<file path="config.mk">
export PLATFORM = sky130hd
export DESIGN_NAME = srwd_top
export DESIGN_NICKNAME = d
export VERILOG_FILES = /design/src/include/srwd_pkg.sv /design/src/logic/srwd_delay_timer.sv /design/src/logic/srwd_top.sv
export SDC_FILE = /design/constraint.sdc
export NUM_CORES = 1
export LEC_CHECK = 0
export BUFFER_PORTS_ARGS = -buffer_cell sky130_fd_sc_hd__buf_2
export CAP_MARGIN = 20
export CORE_UTILIZATION = 50
export DETAILED_ROUTE_END_ITERATION = 10
export PLACE_DENSITY = 0.7
export SLEW_MARGIN = 20
export SYNTH_ARGS = -nofsm -noshare
export SYNTH_HDL_FRONTEND = slang
export SYNTH_SLANG_ARGS = --single-unit
</file>
<file path="constraint.sdc">
create_clock -name clock_i -period 6.58 [get_ports clock_i]
set_input_delay 0.658 -clock clock_i [delete_from_list [all_inputs] [get_ports clock_i]]
set_output_delay 0.658 -clock clock_i [all_outputs]
set_load 0.005 [all_outputs]
</file>
<file path="src/include/srwd_pkg.sv">
// shared constants and state types for the supply reset and watchdog block
package srwd_pkg;

	// ==========================================================
	// clock and counter geometry
	localparam int SRWD_CLK_PERIOD_NS = 5; // 200 MHz reference clock
	localparam int SRWD_CNT_W = 28; // holds the longest period in cycles

	// ==========================================================
	// programmed times, in their own units
	localparam int SRWD_RST_DELAY_US = 2300; // reset delay, 1 nF setting
	localparam int SRWD_UPPER_US = 855000; // upper bound period, 47 nF
	localparam int SRWD_LOWER_US = 27600; // lower bound period, 47 nF
	localparam int SRWD_NS_PER_US = 1000;

	// ==========================================================
	// derived cycle counts: least times round up, longest round down
	localparam logic [SRWD_CNT_W-1:0] SRWD_RST_DELAY_CYC = SRWD_CNT_W'(
		(SRWD_RST_DELAY_US * SRWD_NS_PER_US + SRWD_CLK_PERIOD_NS - 1)
		/ SRWD_CLK_PERIOD_NS);
	localparam logic [SRWD_CNT_W-1:0] SRWD_UPPER_CYC = SRWD_CNT_W'(
		(SRWD_UPPER_US * SRWD_NS_PER_US) / SRWD_CLK_PERIOD_NS);
	localparam logic [SRWD_CNT_W-1:0] SRWD_LOWER_CYC = SRWD_CNT_W'(
		(SRWD_LOWER_US * SRWD_NS_PER_US + SRWD_CLK_PERIOD_NS - 1)
		/ SRWD_CLK_PERIOD_NS);

	// ==========================================================
	// counter and pin level constants
	localparam logic [SRWD_CNT_W-1:0] SRWD_CNT_ZERO = '0;
	localparam logic [SRWD_CNT_W-1:0] SRWD_CNT_ONE = SRWD_CNT_W'(1);
	localparam logic SRWD_PIN_ACTIVE_N = 1'b0; // output pulled low
	localparam logic SRWD_PIN_IDLE_N = 1'b1; // output released
	localparam logic SRWD_OE_ON = 1'b1;
	localparam logic SRWD_OE_OFF = 1'b0;
	localparam logic SRWD_KICK_RST = 1'b0; // synchroniser reset level
	localparam logic SRWD_FLAG_CLR = 1'b0;
	localparam logic SRWD_FLAG_SET = 1'b1;

	// ==========================================================
	// state types
	typedef enum logic [1:0] {SUP_LOW, SUP_DELAY, SUP_OK} srwd_sup_e;
	typedef enum logic [1:0] {WD_OFF, WD_RUN, WD_FAULT} srwd_wd_e;

endpackage : srwd_pkg

</file>
<file path="src/logic/srwd_delay_timer.sv">
// cycle-count delay timer: counts while run is high, flags its limit
`timescale 1ns/100ps
`default_nettype none

module srwd_delay_timer import srwd_pkg::*; (
	// clock, reset and enable
	input wire logic clock_i,
	input wire logic sys_rst_i,
	input wire logic clk_en_i,
	// control
	input wire logic run_i,
	input wire logic [SRWD_CNT_W-1:0] limit_i,
	// status
	output logic done_o
);

	// ==========================================================
	// count state
	logic [SRWD_CNT_W-1:0] count; // cycles spent running
	logic [SRWD_CNT_W-1:0] next_count;
	logic next_done;

	// next count: clear when idle, hold at the limit once reached
	always_comb begin
		next_count = count;
		if (!run_i) begin
			next_count = SRWD_CNT_ZERO;
		end else if (count != limit_i) begin
			next_count = count + SRWD_CNT_ONE;
		end
		// done only while still running, so a stop drops it at once
		next_done = run_i && (next_count == limit_i);
	end

	// register, frozen while the clock enable is low
	always_ff @(posedge clock_i) begin
		if (sys_rst_i) begin
			count <= SRWD_CNT_ZERO;
			done_o <= SRWD_FLAG_CLR;
		end else if (clk_en_i) begin
			count <= next_count;
			done_o <= next_done;
		end
	end

	// ==========================================================
	// checks
	chk_timer_limit_exact: assert property (@(posedge clock_i)
		disable iff (sys_rst_i)
		done_o |-> (count == limit_i))
		else $error("timer done without count at limit");

endmodule : srwd_delay_timer

`default_nettype wire

</file>
<file path="src/logic/srwd_top.sv">
// supply reset generator and processor watchdog, top level
`timescale 1ns/100ps
`default_nettype none

// ==========================================================
// Functional notes
// supply reset low while output is bad
// release reset after delay once output good
// reset delay is a block parameter
// disable input selects whether watchdog supervises
// disabled watchdog stops and releases fault
// mode input picks timeout or window mode
// low selects window, high selects timeout
// timeout: any kick edge clears, none faults
// window: falling edges too close or late fault
// fault held low for one reset delay
// supply undervoltage also releases the fault
// kick ignored and timer stopped during fault
// timeout and window bounds are parameters
// cycle counters, synced kick, synchronous clear

module srwd_top import srwd_pkg::*; #(
	// cycle counts, shortened freely in simulation
	parameter logic [SRWD_CNT_W-1:0] RESET_DELAY_SETTING =
		SRWD_RST_DELAY_CYC,
	parameter logic [SRWD_CNT_W-1:0] UPPER_BOUND_PERIOD = SRWD_UPPER_CYC,
	parameter logic [SRWD_CNT_W-1:0] LOWER_BOUND_PERIOD = SRWD_LOWER_CYC
) (
	// clock, reset and enable
	input wire logic clock_i,
	input wire logic sys_rst_i,
	input wire logic clk_en_i,
	// supply monitor: high while the regulated output is good
	input wire logic vout_good_i,
	// processor side controls
	input wire logic watchdog_kick_i,
	input wire logic watchdog_disable_i,
	input wire logic timeout_mode_i,
	// supply reset, open drain
	output logic supply_reset_n_o,
	output logic supply_reset_oe_o,
	// watchdog fault, open drain
	output logic watchdog_fault_n_o,
	output logic watchdog_fault_oe_o
);

	// ==========================================================
	// kick synchroniser and edge detect
	logic kick_meta; // first stage, read only by kick_sync
	logic kick_sync; // second stage, safe to use
	logic kick_prev; // delayed copy for edge detection
	logic next_kick_meta;
	logic next_kick_sync;
	logic next_kick_prev;
	logic kick_any; // either level change
	logic kick_fall; // falling edge only

	// next values of the synchroniser chain
	always_comb begin
		next_kick_meta = watchdog_kick_i;
		next_kick_sync = kick_meta;
		next_kick_prev = kick_sync;
	end

	// register the chain; the pin is asynchronous to clock_i
	always_ff @(posedge clock_i) begin
		if (sys_rst_i) begin
			kick_meta <= SRWD_KICK_RST;
			kick_sync <= SRWD_KICK_RST;
			kick_prev <= SRWD_KICK_RST;
		end else if (clk_en_i) begin
			kick_meta <= next_kick_meta;
			kick_sync <= next_kick_sync;
			kick_prev <= next_kick_prev;
		end
	end

	// edges come from the settled stages only
	assign kick_any = kick_sync ^ kick_prev;
	assign kick_fall = kick_prev & ~kick_sync;

	// ==========================================================
	// supply reset state machine
	srwd_sup_e sup_state; // power-on reset progress
	srwd_sup_e next_sup_state;
	logic next_supply_reset_n;
	logic sup_done; // reset delay elapsed

	// next state: any loss of output restarts from the low state
	always_comb begin
		next_sup_state = sup_state;
		unique case (sup_state)
			SUP_LOW: begin
				if (vout_good_i) begin
					next_sup_state = SUP_DELAY;
				end
			end
			SUP_DELAY: begin
				if (!vout_good_i) begin
					next_sup_state = SUP_LOW;
				end else if (sup_done) begin
					next_sup_state = SUP_OK;
				end
			end
			SUP_OK: begin
				if (!vout_good_i) begin
					next_sup_state = SUP_LOW;
				end
			end
		endcase
		// output follows the next state so pin and state agree
		next_supply_reset_n = (next_sup_state == SUP_OK);
	end

	// register supply state and pin
	always_ff @(posedge clock_i) begin
		if (sys_rst_i) begin
			sup_state <= SUP_LOW;
			supply_reset_n_o <= SRWD_PIN_ACTIVE_N;
			supply_reset_oe_o <= SRWD_OE_ON;
		end else if (clk_en_i) begin
			sup_state <= next_sup_state;
			supply_reset_n_o <= next_supply_reset_n;
			supply_reset_oe_o <= ~next_supply_reset_n;
		end
	end

	// reset delay timer, runs only while waiting to release
	srwd_delay_timer u_sup_timer (
		.clock_i (clock_i),
		.sys_rst_i (sys_rst_i),
		.clk_en_i (clk_en_i),
		.run_i (sup_state == SUP_DELAY),
		.limit_i (RESET_DELAY_SETTING),
		.done_o (sup_done)
	);

	// ==========================================================
	// watchdog state machine
	srwd_wd_e wd_state; // watchdog progress
	srwd_wd_e next_wd_state;
	logic [SRWD_CNT_W-1:0] wd_count; // cycles since last good kick
	logic [SRWD_CNT_W-1:0] next_wd_count;
	logic armed; // a falling edge already opened a window
	logic next_armed;
	logic next_fault_n;
	logic fault_done; // fault pulse has lasted one reset delay
	logic wd_stop; // supervision suspended
	logic wd_expire; // upper bound reached this cycle
	logic wd_early; // falling edge before lower bound
	logic wd_clear; // kick that satisfies the current mode

	// suspend on disable or whenever the supply reset is asserted
	assign wd_stop = watchdog_disable_i
		|| !vout_good_i || (sup_state != SUP_OK);
	assign wd_expire = (wd_count >= UPPER_BOUND_PERIOD - SRWD_CNT_ONE);
	// the count shows the spacing less one, so a gap of exactly the
	// lower bound is still legal and only shorter gaps fault
	assign wd_early = kick_fall && armed
		&& (wd_count < LOWER_BOUND_PERIOD - SRWD_CNT_ONE);
	// high on the mode pin is timeout, low is window
	assign wd_clear = timeout_mode_i ? kick_any : kick_fall;

	// next state and count
	always_comb begin
		next_wd_state = wd_state;
		next_wd_count = wd_count;
		next_armed = armed;
		if (wd_stop) begin
			// stopped: counter cleared, no window history kept
			next_wd_state = WD_OFF;
			next_wd_count = SRWD_CNT_ZERO;
			next_armed = SRWD_FLAG_CLR;
		end else begin
			unique case (wd_state)
				WD_OFF: begin
					// start timing from the moment supervision begins
					next_wd_state = WD_RUN;
					next_wd_count = SRWD_CNT_ZERO;
					next_armed = SRWD_FLAG_CLR;
				end
				WD_RUN: begin
					if (timeout_mode_i) begin
						// timeout mode: any level change restarts the count
						if (kick_any) begin
							next_wd_count = SRWD_CNT_ZERO;
						end else if (wd_expire) begin
							next_wd_state = WD_FAULT;
							next_wd_count = SRWD_CNT_ZERO;
						end else begin
							next_wd_count = wd_count + SRWD_CNT_ONE;
						end
					end else begin
						// window mode: only falling edges count
						if (wd_early) begin
							next_wd_state = WD_FAULT;
							next_wd_count = SRWD_CNT_ZERO;
						end else if (kick_fall) begin
							next_wd_count = SRWD_CNT_ZERO;
							next_armed = SRWD_FLAG_SET;
						end else if (wd_expire) begin
							next_wd_state = WD_FAULT;
							next_wd_count = SRWD_CNT_ZERO;
						end else begin
							next_wd_count = wd_count + SRWD_CNT_ONE;
						end
					end
				end
				WD_FAULT: begin
					// kicks ignored, count held; rearm after the pulse
					next_wd_count = SRWD_CNT_ZERO;
					next_armed = SRWD_FLAG_CLR;
					if (fault_done) begin
						next_wd_state = WD_RUN;
					end
				end
			endcase
		end
		next_fault_n = (next_wd_state != WD_FAULT);
	end

	// register watchdog state and pin
	always_ff @(posedge clock_i) begin
		if (sys_rst_i) begin
			wd_state <= WD_OFF;
			wd_count <= SRWD_CNT_ZERO;
			armed <= SRWD_FLAG_CLR;
			watchdog_fault_n_o <= SRWD_PIN_IDLE_N;
			watchdog_fault_oe_o <= SRWD_OE_OFF;
		end else if (clk_en_i) begin
			wd_state <= next_wd_state;
			wd_count <= next_wd_count;
			armed <= next_armed;
			watchdog_fault_n_o <= next_fault_n;
			watchdog_fault_oe_o <= ~next_fault_n;
		end
	end

	// fault pulse length uses the same programmed reset delay
	srwd_delay_timer u_fault_timer (
		.clock_i (clock_i),
		.sys_rst_i (sys_rst_i),
		.clk_en_i (clk_en_i),
		.run_i (wd_state == WD_FAULT),
		.limit_i (RESET_DELAY_SETTING),
		.done_o (fault_done)
	);

	// ==========================================================
	// checks
	chk_rst_on_bad: assert property (@(posedge clock_i)
		disable iff (sys_rst_i)
		(clk_en_i && !vout_good_i) |=> !supply_reset_n_o)
		else $error("supply reset not asserted on bad output");

	chk_rst_after_delay: assert property (@(posedge clock_i)
		disable iff (sys_rst_i)
		$rose(supply_reset_n_o) |-> ($past(sup_done)
			&& $past(sup_state) == SUP_DELAY))
		else $error("supply reset released before delay");

	chk_wd_disabled_idle: assert property (@(posedge clock_i)
		disable iff (sys_rst_i)
		(clk_en_i && watchdog_disable_i) |=>
			(watchdog_fault_n_o && wd_count == SRWD_CNT_ZERO))
		else $error("disabled watchdog not idle");

	chk_timeout_kick_clr: assert property (@(posedge clock_i)
		disable iff (sys_rst_i)
		(clk_en_i && !wd_stop && wd_state == WD_RUN && timeout_mode_i
			&& kick_any) |=>
			(wd_count == SRWD_CNT_ZERO && watchdog_fault_n_o))
		else $error("timeout kick did not clear watchdog");

	chk_upper_expire: assert property (@(posedge clock_i)
		disable iff (sys_rst_i)
		(clk_en_i && !wd_stop && wd_state == WD_RUN && !wd_clear
			&& wd_count == UPPER_BOUND_PERIOD - SRWD_CNT_ONE) |=>
			!watchdog_fault_n_o)
		else $error("missing kick did not raise fault");

	chk_window_early: assert property (@(posedge clock_i)
		disable iff (sys_rst_i)
		(clk_en_i && !wd_stop && wd_state == WD_RUN && !timeout_mode_i
			&& kick_fall && armed
			&& wd_count < LOWER_BOUND_PERIOD - SRWD_CNT_ONE) |=>
			!watchdog_fault_n_o)
		else $error("early falling edge did not raise fault");

	chk_fault_held: assert property (@(posedge clock_i)
		disable iff (sys_rst_i)
		(clk_en_i && !wd_stop && wd_state == WD_FAULT && !fault_done)
			|=> (!watchdog_fault_n_o && !watchdog_fault_oe_o == 1'b0))
		else $error("fault pulse ended before reset delay");

	chk_fault_uv_release: assert property (@(posedge clock_i)
		disable iff (sys_rst_i)
		(clk_en_i && !vout_good_i) |=> watchdog_fault_n_o)
		else $error("fault not released on undervoltage");

	chk_fault_kick_ignored: assert property (@(posedge clock_i)
		disable iff (sys_rst_i)
		(wd_state == WD_FAULT) |=> (wd_count == SRWD_CNT_ZERO))
		else $error("watchdog count moved during fault");

endmodule : srwd_top

`default_nettype wire

</file>
==> impl_metrics.tcl, run 1 <==
set metrics [dict create \
    p_leak_nw 2.09 \
    rrSetupSlack_ns 3.39 \
    min_path_cells 2 \
    synthArstFlopShare 0 \
    cp-end-kind "register" \
    start_util 0.517 \
    worst_slew_pin_slew_ns 0.977 \
    worstPathRequired_ns 6.88 \
    vias 6306 \
    crit_type "in -> reg" \
    die_h_microns 114 \
    syn_nets 898 \
    finalHoldViolCount 0 \
    grt-ovfl-total 0 \
    critPathArrivalTime_ns 3.98 \
    die_area_sq_um 13000 \
    synth.avg_cell_area_sq_um 7.15 \
    numCtsBuffers 9 \
    startpoint_type "primary input" \
    ant_nets 0 \
    min_period_ns 3.69 \
    path_max_fanout 89 \
    layout_commonest_cell "nand2_1" \
    io_buffers 10 \
    worst_slack_ns 2.89 \
    drcViolationCount 0 \
    clock-sinks 98 \
    area_growth_pct 4.85 \
    hpwl_mm 10.6 \
    r2r_end "u_fault_timer.done_o" \
    io_pins 11 \
    ys_ff_latch 98 \
    die_w_microns 114 \
    cts_max_level 3 \
    num_rows 40 \
    ys.flop_type "dfxtp_1" \
    grt_setup_unrepaired "false" \
    grt_pass1_wl_mm 27.1 \
    post-cts-setup-buffers 0 \
    p_per_area_nw_per_um2 179 \
    fillers 1145 \
    antenna_found_initial 0 \
    r2r-start "wd_state[0]" \
    root_buffer "clkbuf_16" \
    fin_setup_tns_ns 0 \
    status "completed" \
    syn_inst 880 \
    holdBufCountCts 0 \
    drv_slew 0 \
    max_freq_mhz 271 \
    relSlewSlack 0.349 \
    core_area_sq_um 12200 \
    setup_viol 0 \
    synth_cell_types 66 \
    cts_buffer_depth 2 \
    worstPathCellList "buf_2 -> buf_4 -> nand2_1 -> nor2_1 -> nand4b_1 -> a2111oi_0 -> nand3_1 -> a2111oi_2 -> a22o_1" \
    gp_congestion 0.901 \
    post_cts_resized 0 \
    crit_slowest_cell "nand2_1" \
    wl_mm 16.1 \
    hp-class "reg -> reg" \
    viasPerCell 6.27 \
    drv_cap 0 \
    synth_edf_count 0 \
    dpl_worst_slack_ns 2.60 \
    cts_tree "done" \
    grt_util_all_layers 0.255 \
    yosys_warnings 0 \
    dr.first_iter.drc_count 662 \
    path_clk_slew_ns 0.07 \
    max_stage_delay_ns 0.80 \
    fin_crit_sh 0.560 \
    clock_skew_ns 0.00894 \
    nets 851 \
    insertedDiodeCount 0 \
    grt_max_degree 90 \
    synth_area_sq_um 6290 \
    seq_area_frac_synth 0.312 \
    clk-insertion-delay-late_ns 0.35 \
    r2r_cells 10 \
    grt_pass1_vias 5722 \
    firstDrtPassIters 6 \
    final_cell_mix "120 x nand2_1, 98 x dfxtp_1, 84 x a21oi_1" \
    min_to "supply_reset_oe_o" \
    wl_per_cell_microns 16.0 \
    min_from "supply_reset_oe_o" \
    layout-drive-gt1-share 0.0621 \
    vdd_drop_max_mv 0.116 \
]
-- synth_stat cells, types with 3 or more instances --
cell	n	area, sq um
a211oi_1	5	37.5
a21o_1	4	30.0
a21oi_1	84	420
a22oi_1	5	37.5
a311oi_1	23	201
a31oi_1	4	25.0
a41oi_1	7	61.3
and2_1	3	18.8
and3_1	12	75.1
and4_1	6	52.6
buf_1	3	11.3
buf_2	7	35.0
clkbuf_1	63	236
dfxtp_1	98	1960
ha_1	11	138
inv_1	21	78.8
mux2i_1	12	120
nand2_1	120	450
nand2b_1	4	25.0
nand3_1	48	240
nand4_1	21	131
nand4b_1	4	35.0
nor2_1	84	315
nor2b_1	3	18.8
nor3_1	47	235
nor3b_1	5	37.5
nor4_1	23	144
nor4_2	3	37.5
nor4b_1	4	35.0
o2111ai_1	5	43.8
o21a_1	4	30.0
o21ai_0	45	225
o31a_1	3	26.3
or2_2	6	37.5
or3_1	19	119
or4_1	4	30.0
xnor2_1	16	140
xor2_1	9	78.8
-- final cells by class --
| class | instances | area (sq um) | share of cell area |
|---|---|---|---|
| multi-input cells | 687 | 3970 | 0.601 |
| flip-flops and latches | 98 | 1960 | 0.297 |
| clock buffers | 10 | 229 | 0.0347 |
| well taps | 168 | 210 | 0.0319 |
| repair buffers | 16 | 95.1 | 0.0144 |
| inverters | 21 | 78.8 | 0.0119 |
| clock inverters | 5 | 56.3 | 0.00853 |
-- power breakdown --
| part | switching (mW) | internal (mW) | leakage, nW |
|---|---|---|---|
| combinational | 0.0444 | 0.0174 | 1.16 |
| sequential | 0.00269 | 0.596 | 0.790 |
| clock | 0.230 | 0.292 | 0.138 |
| total | 0.277 | 0.905 | 2.09 |
-- worst max path at each step --
stage | from | end | slack [ns]
after floorplan | u_fault_timer.count[1] | u_fault_timer.done_o | 4.23
after global routing | clk_en_i | u_fault_timer.done_o | 2.63
after global placement | clk_en_i | u_fault_timer.done_o | 2.86
after detailed placement | clk_en_i | u_fault_timer.done_o | 2.60
after CTS | clk_en_i | u_fault_timer.done_o | 2.98
final | clk_en_i | u_fault_timer.done_o | 2.89
-- per-stage QoR --
stage | cells | area [sq um] | power (mW) | utilization | hold slack (ns)
floorplan | 880 | 6290 | 0.657 | - | 0.447
global placement | 990 | 6310 | 0.671 | 0.519 | 0.436
detailed placement | 990 | 6310 | 0.673 | 0.519 | 0.439
CTS | 1005 | 6600 | 1.20 | 0.543 | 0.457
global route | 1005 | 6600 | 1.22 | 0.543 | 0.485
finish | 1005 | 6600 | 1.18 | 0.543 | 0.456
-- metal layers --
metal | up-vias | share of wire | global-route usage
met5 | - | 0 | 0
met1 | 2994 | 0.46 | 0.326
met4 | 0 | 0.018 | 0.108
met2 | 181 | 0.48 | 0.429
met3 | 25 | 0.043 | 0.0339
li1 | 3106 | - | -
-- critical path, delay by kind of cell --
kind	cells	cell delay (ns)
AND/OR/NAND/NOR	4	1.48
AO/OA/AOI/OAI	3	0.99
buffers and inverters	2	0.81
-- kinds of logic after synthesis --
family                     synth area share
and+or+nand+nor                       0.341
AOI/OAI and AO/OA                     0.210
DFF                                   0.312
buffers and inverters                0.0583
xor gates and xnor gates             0.0348
muxes                                0.0209
adders and majority gates            0.0235
-- sequential cells by signal, summed over array words and instances (netlist names) --
signal                flops
u_fault_timer.count      28
u_sup_timer.count        28
wd_count                 28
sup_state                 2
wd_state                  2
armed                     1
kick_meta                 1
kick_prev                 1
kick_sync                 1
supply_reset_n_o          1
supply_reset_oe_o         1
u_fault_timer.done_o      1
u_sup_timer.done_o        1
watchdog_fault_n_o        1
watchdog_fault_oe_o       1
Power figures use the tool's default switching activity.
==> run 2: changes to the inputs <==
ABC_AREA = 1   (was unset)
clock period = 3.7 ns   (was 6.58 ns; I/O delays follow)
==> run 2 against run 1 <==
Net effect: core utilization up 0.61 points; cell area up 10%; global-route usage up 0.89 points; non-clock buffer count unchanged; largest cell class unchanged; routed wire length up 9.5%; first-iteration DRC count down 11%.
==> impl_metrics.tcl, run 2 <==
set metrics [dict create \
    min_period_ns 2.41 \
    fin_util 0.549 \
    synth_edf_count 0 \
    synth_cell_types 37 \
    yosys_warnings 0 \
    start_util 0.514 \
    hpwl_mm 12.7 \
    die_w_microns 119 \
    ant_nets 0 \
    die_h_microns 119 \
    cts_buffer_depth 2 \
    cp-end-kind "register" \
    io_buffers 10 \
    yosysTopAreaCellShare 0.288 \
    gp_congestion 0.987 \
    dr.first_iter.drc_count 587 \
    clk-insertion-delay-late_ns 0.36 \
    io_pins 11 \
    cts_tree "done" \
    seq_area_frac_synth 0.288 \
    synth.avg_cell_area_sq_um 5.97 \
    path_max_fanout 19 \
    holdBufCountCts 0 \
    finalHoldViolCount 0 \
    grt_pass1_vias 6338 \
    num_rows 42 \
    ys_ff_latch 98 \
    final_cell_mix "324 x nand2_1, 168 x nor2_1, 105 x a21oi_1" \
    reg_top3 "u_fault_timer.count x28, u_sup_timer.count x28, wd_count x28" \
    max_freq_mhz 414 \
    p_leak_nw 2.69 \
    nets 1146 \
    antenna_found_initial 0 \
    vdd_drop_max_mv 0.218 \
    synthArstFlopShare 0 \
    path_clk_slew_ns 0.07 \
    layout-drive-gt1-share 0.0724 \
    critPathArrivalTime_ns 2.70 \
    wl_mm 17.6 \
    post_cts_resized 0 \
    cts_max_level 3 \
    numCtsBuffers 9 \
    clock_skew_ns 0.0107 \
    viasPerCell 5.28 \
    area_growth_pct 6.71 \
    startpoint_type "register" \
    layout_commonest_cell "nand2_1" \
    synth_area_sq_um 6810 \
    syn_nets 1159 \
    crit_type "reg -> reg" \
    grt_max_degree 106 \
    synth_top_area_cell "dfxtp_1" \
    post-cts-setup-buffers 0 \
    core_area_sq_um 13200 \
    hp-class "in -> reg" \
    root_buffer "clkbuf_16" \
    synthTopCellsByArea "dfxtp_1 29%, nand2_1 18%, nor2_1 9.3%" \
    worst_slack_ns 1.29 \
    dpl_worst_slack_ns 1.37 \
    fin_setup_tns_ns 0 \
    grt_setup_unrepaired "false" \
    syn_inst 1141 \
    die_area_sq_um 14100 \
    drv_cap 0 \
    worstPathRequired_ns 3.98 \
    worst_slew_pin_slew_ns 0.904 \
    firstDrtPassIters 5 \
    grt_pass1_wl_mm 30.3 \
    ys.flop_type "dfxtp_1" \
    p_per_area_nw_per_um2 319 \
    wl_per_cell_microns 13.4 \
    status "completed" \
    yosys-top-cells-count "324 x nand2_1, 168 x nor2_1, 105 x a21oi_1, 103 x inv_1, 98 x dfxtp_1" \
    insertedDiodeCount 0 \
    drv_slew 0 \
    grt_util_all_layers 0.264 \
    clock-sinks 98 \
    relSlewSlack 0.397 \
    synth_most_common_cell "nand2_1" \
    vias 6909 \
    fin_crit_sh 0.653 \
    drcViolationCount 0 \
    grt-ovfl-total 0 \
    setup_viol 0 \
]
## run 2: changes by cell type after synthesis, sizes merged, moves of 29 or more
cell | previous run | this run
clkbuf | 64 | 31
nor2 | 84 | 186
nand3 | 50 | 85
inv | 21 | 110
o21ai | 46 | 75
nand2 | 121 | 333
nor3 | 48 | 15
## run 2: power breakdown
part / internal, mW / total, mW / switching [mW]
Sequential: 1.09 / 1.14 / 0.0499
Combinational: 0.0645 / 0.198 / 0.133
Clock: 0.532 / 0.979 / 0.446
## run 2: worst max-delay path: stages, from the launching register on
cell     delay (ns)
dfxtp_1        0.39
ha_1           0.19
inv_1          0.07
nor3_4         0.16
nand2_1        0.11
nor3_2         0.31
inv_2          0.12
nor2_4         0.46
inv_2          0.13
a21oi_1        0.13
o21ai_0        0.11
a21oi_1        0.14
## run 2: path summary, 6_finish.rpt
check | startpoint | end | slack (ns) | cells past startpoint
worst max-delay path | sup_state[1] | wd_count[17] | 1.29 | 11
worst min-delay path | watchdog_kick_i | kick_meta | 0.23 | 3
worst max register to register | sup_state[1] | wd_count[17] | 1.29 | 11
worst min register to register | supply_reset_oe_o | supply_reset_oe_o | 0.47 | 2
## run 2: routing by layer
layer,GRT usage,up-vias,share of wire
met3,0.0473,22,0.044
met1,0.367,3047,0.49
met4,0.0799,0,0.015
met2,0.412,152,0.45
met5,0,-,0
li1,-,3688,-
## run 2: cell families after synthesis
logic type | share of synthesized area
flops | 0.288
buf+inv | 0.0840
xor+xnor | 0.0244
compound gates | 0.160
simple gates | 0.423
fa+ha+maj | 0.0202
## run 2: cell type report
cell class | instances | area (sq um)
Inverter | 110 | 413
Tap cell | 176 | 220
Sequential cell | 98 | 1960
Timing Repair Buffer | 16 | 95.1
Multi-Input combinational cell | 893 | 4280
Clock buffer | 9 | 225
Fill cell | 1411 | 5980
Clock inverter | 7 | 75.1
## run 2: through the flow
stage | area (sq um) | hold slack [ns] | instances | total power, mW
4_1_cts | 7270 | 0.218 | 1309 | 2.35
6_report | 7270 | 0.231 | 1309 | 2.32
5_1_grt | 7270 | 0.235 | 1309 | 2.43
3_5_place_dp | 6970 | 0.447 | 1293 | 1.36
3_3_place_gp | 6970 | 0.449 | 1293 | 1.36
2_1_floorplan | 6810 | 0.445 | 1141 | 1.30
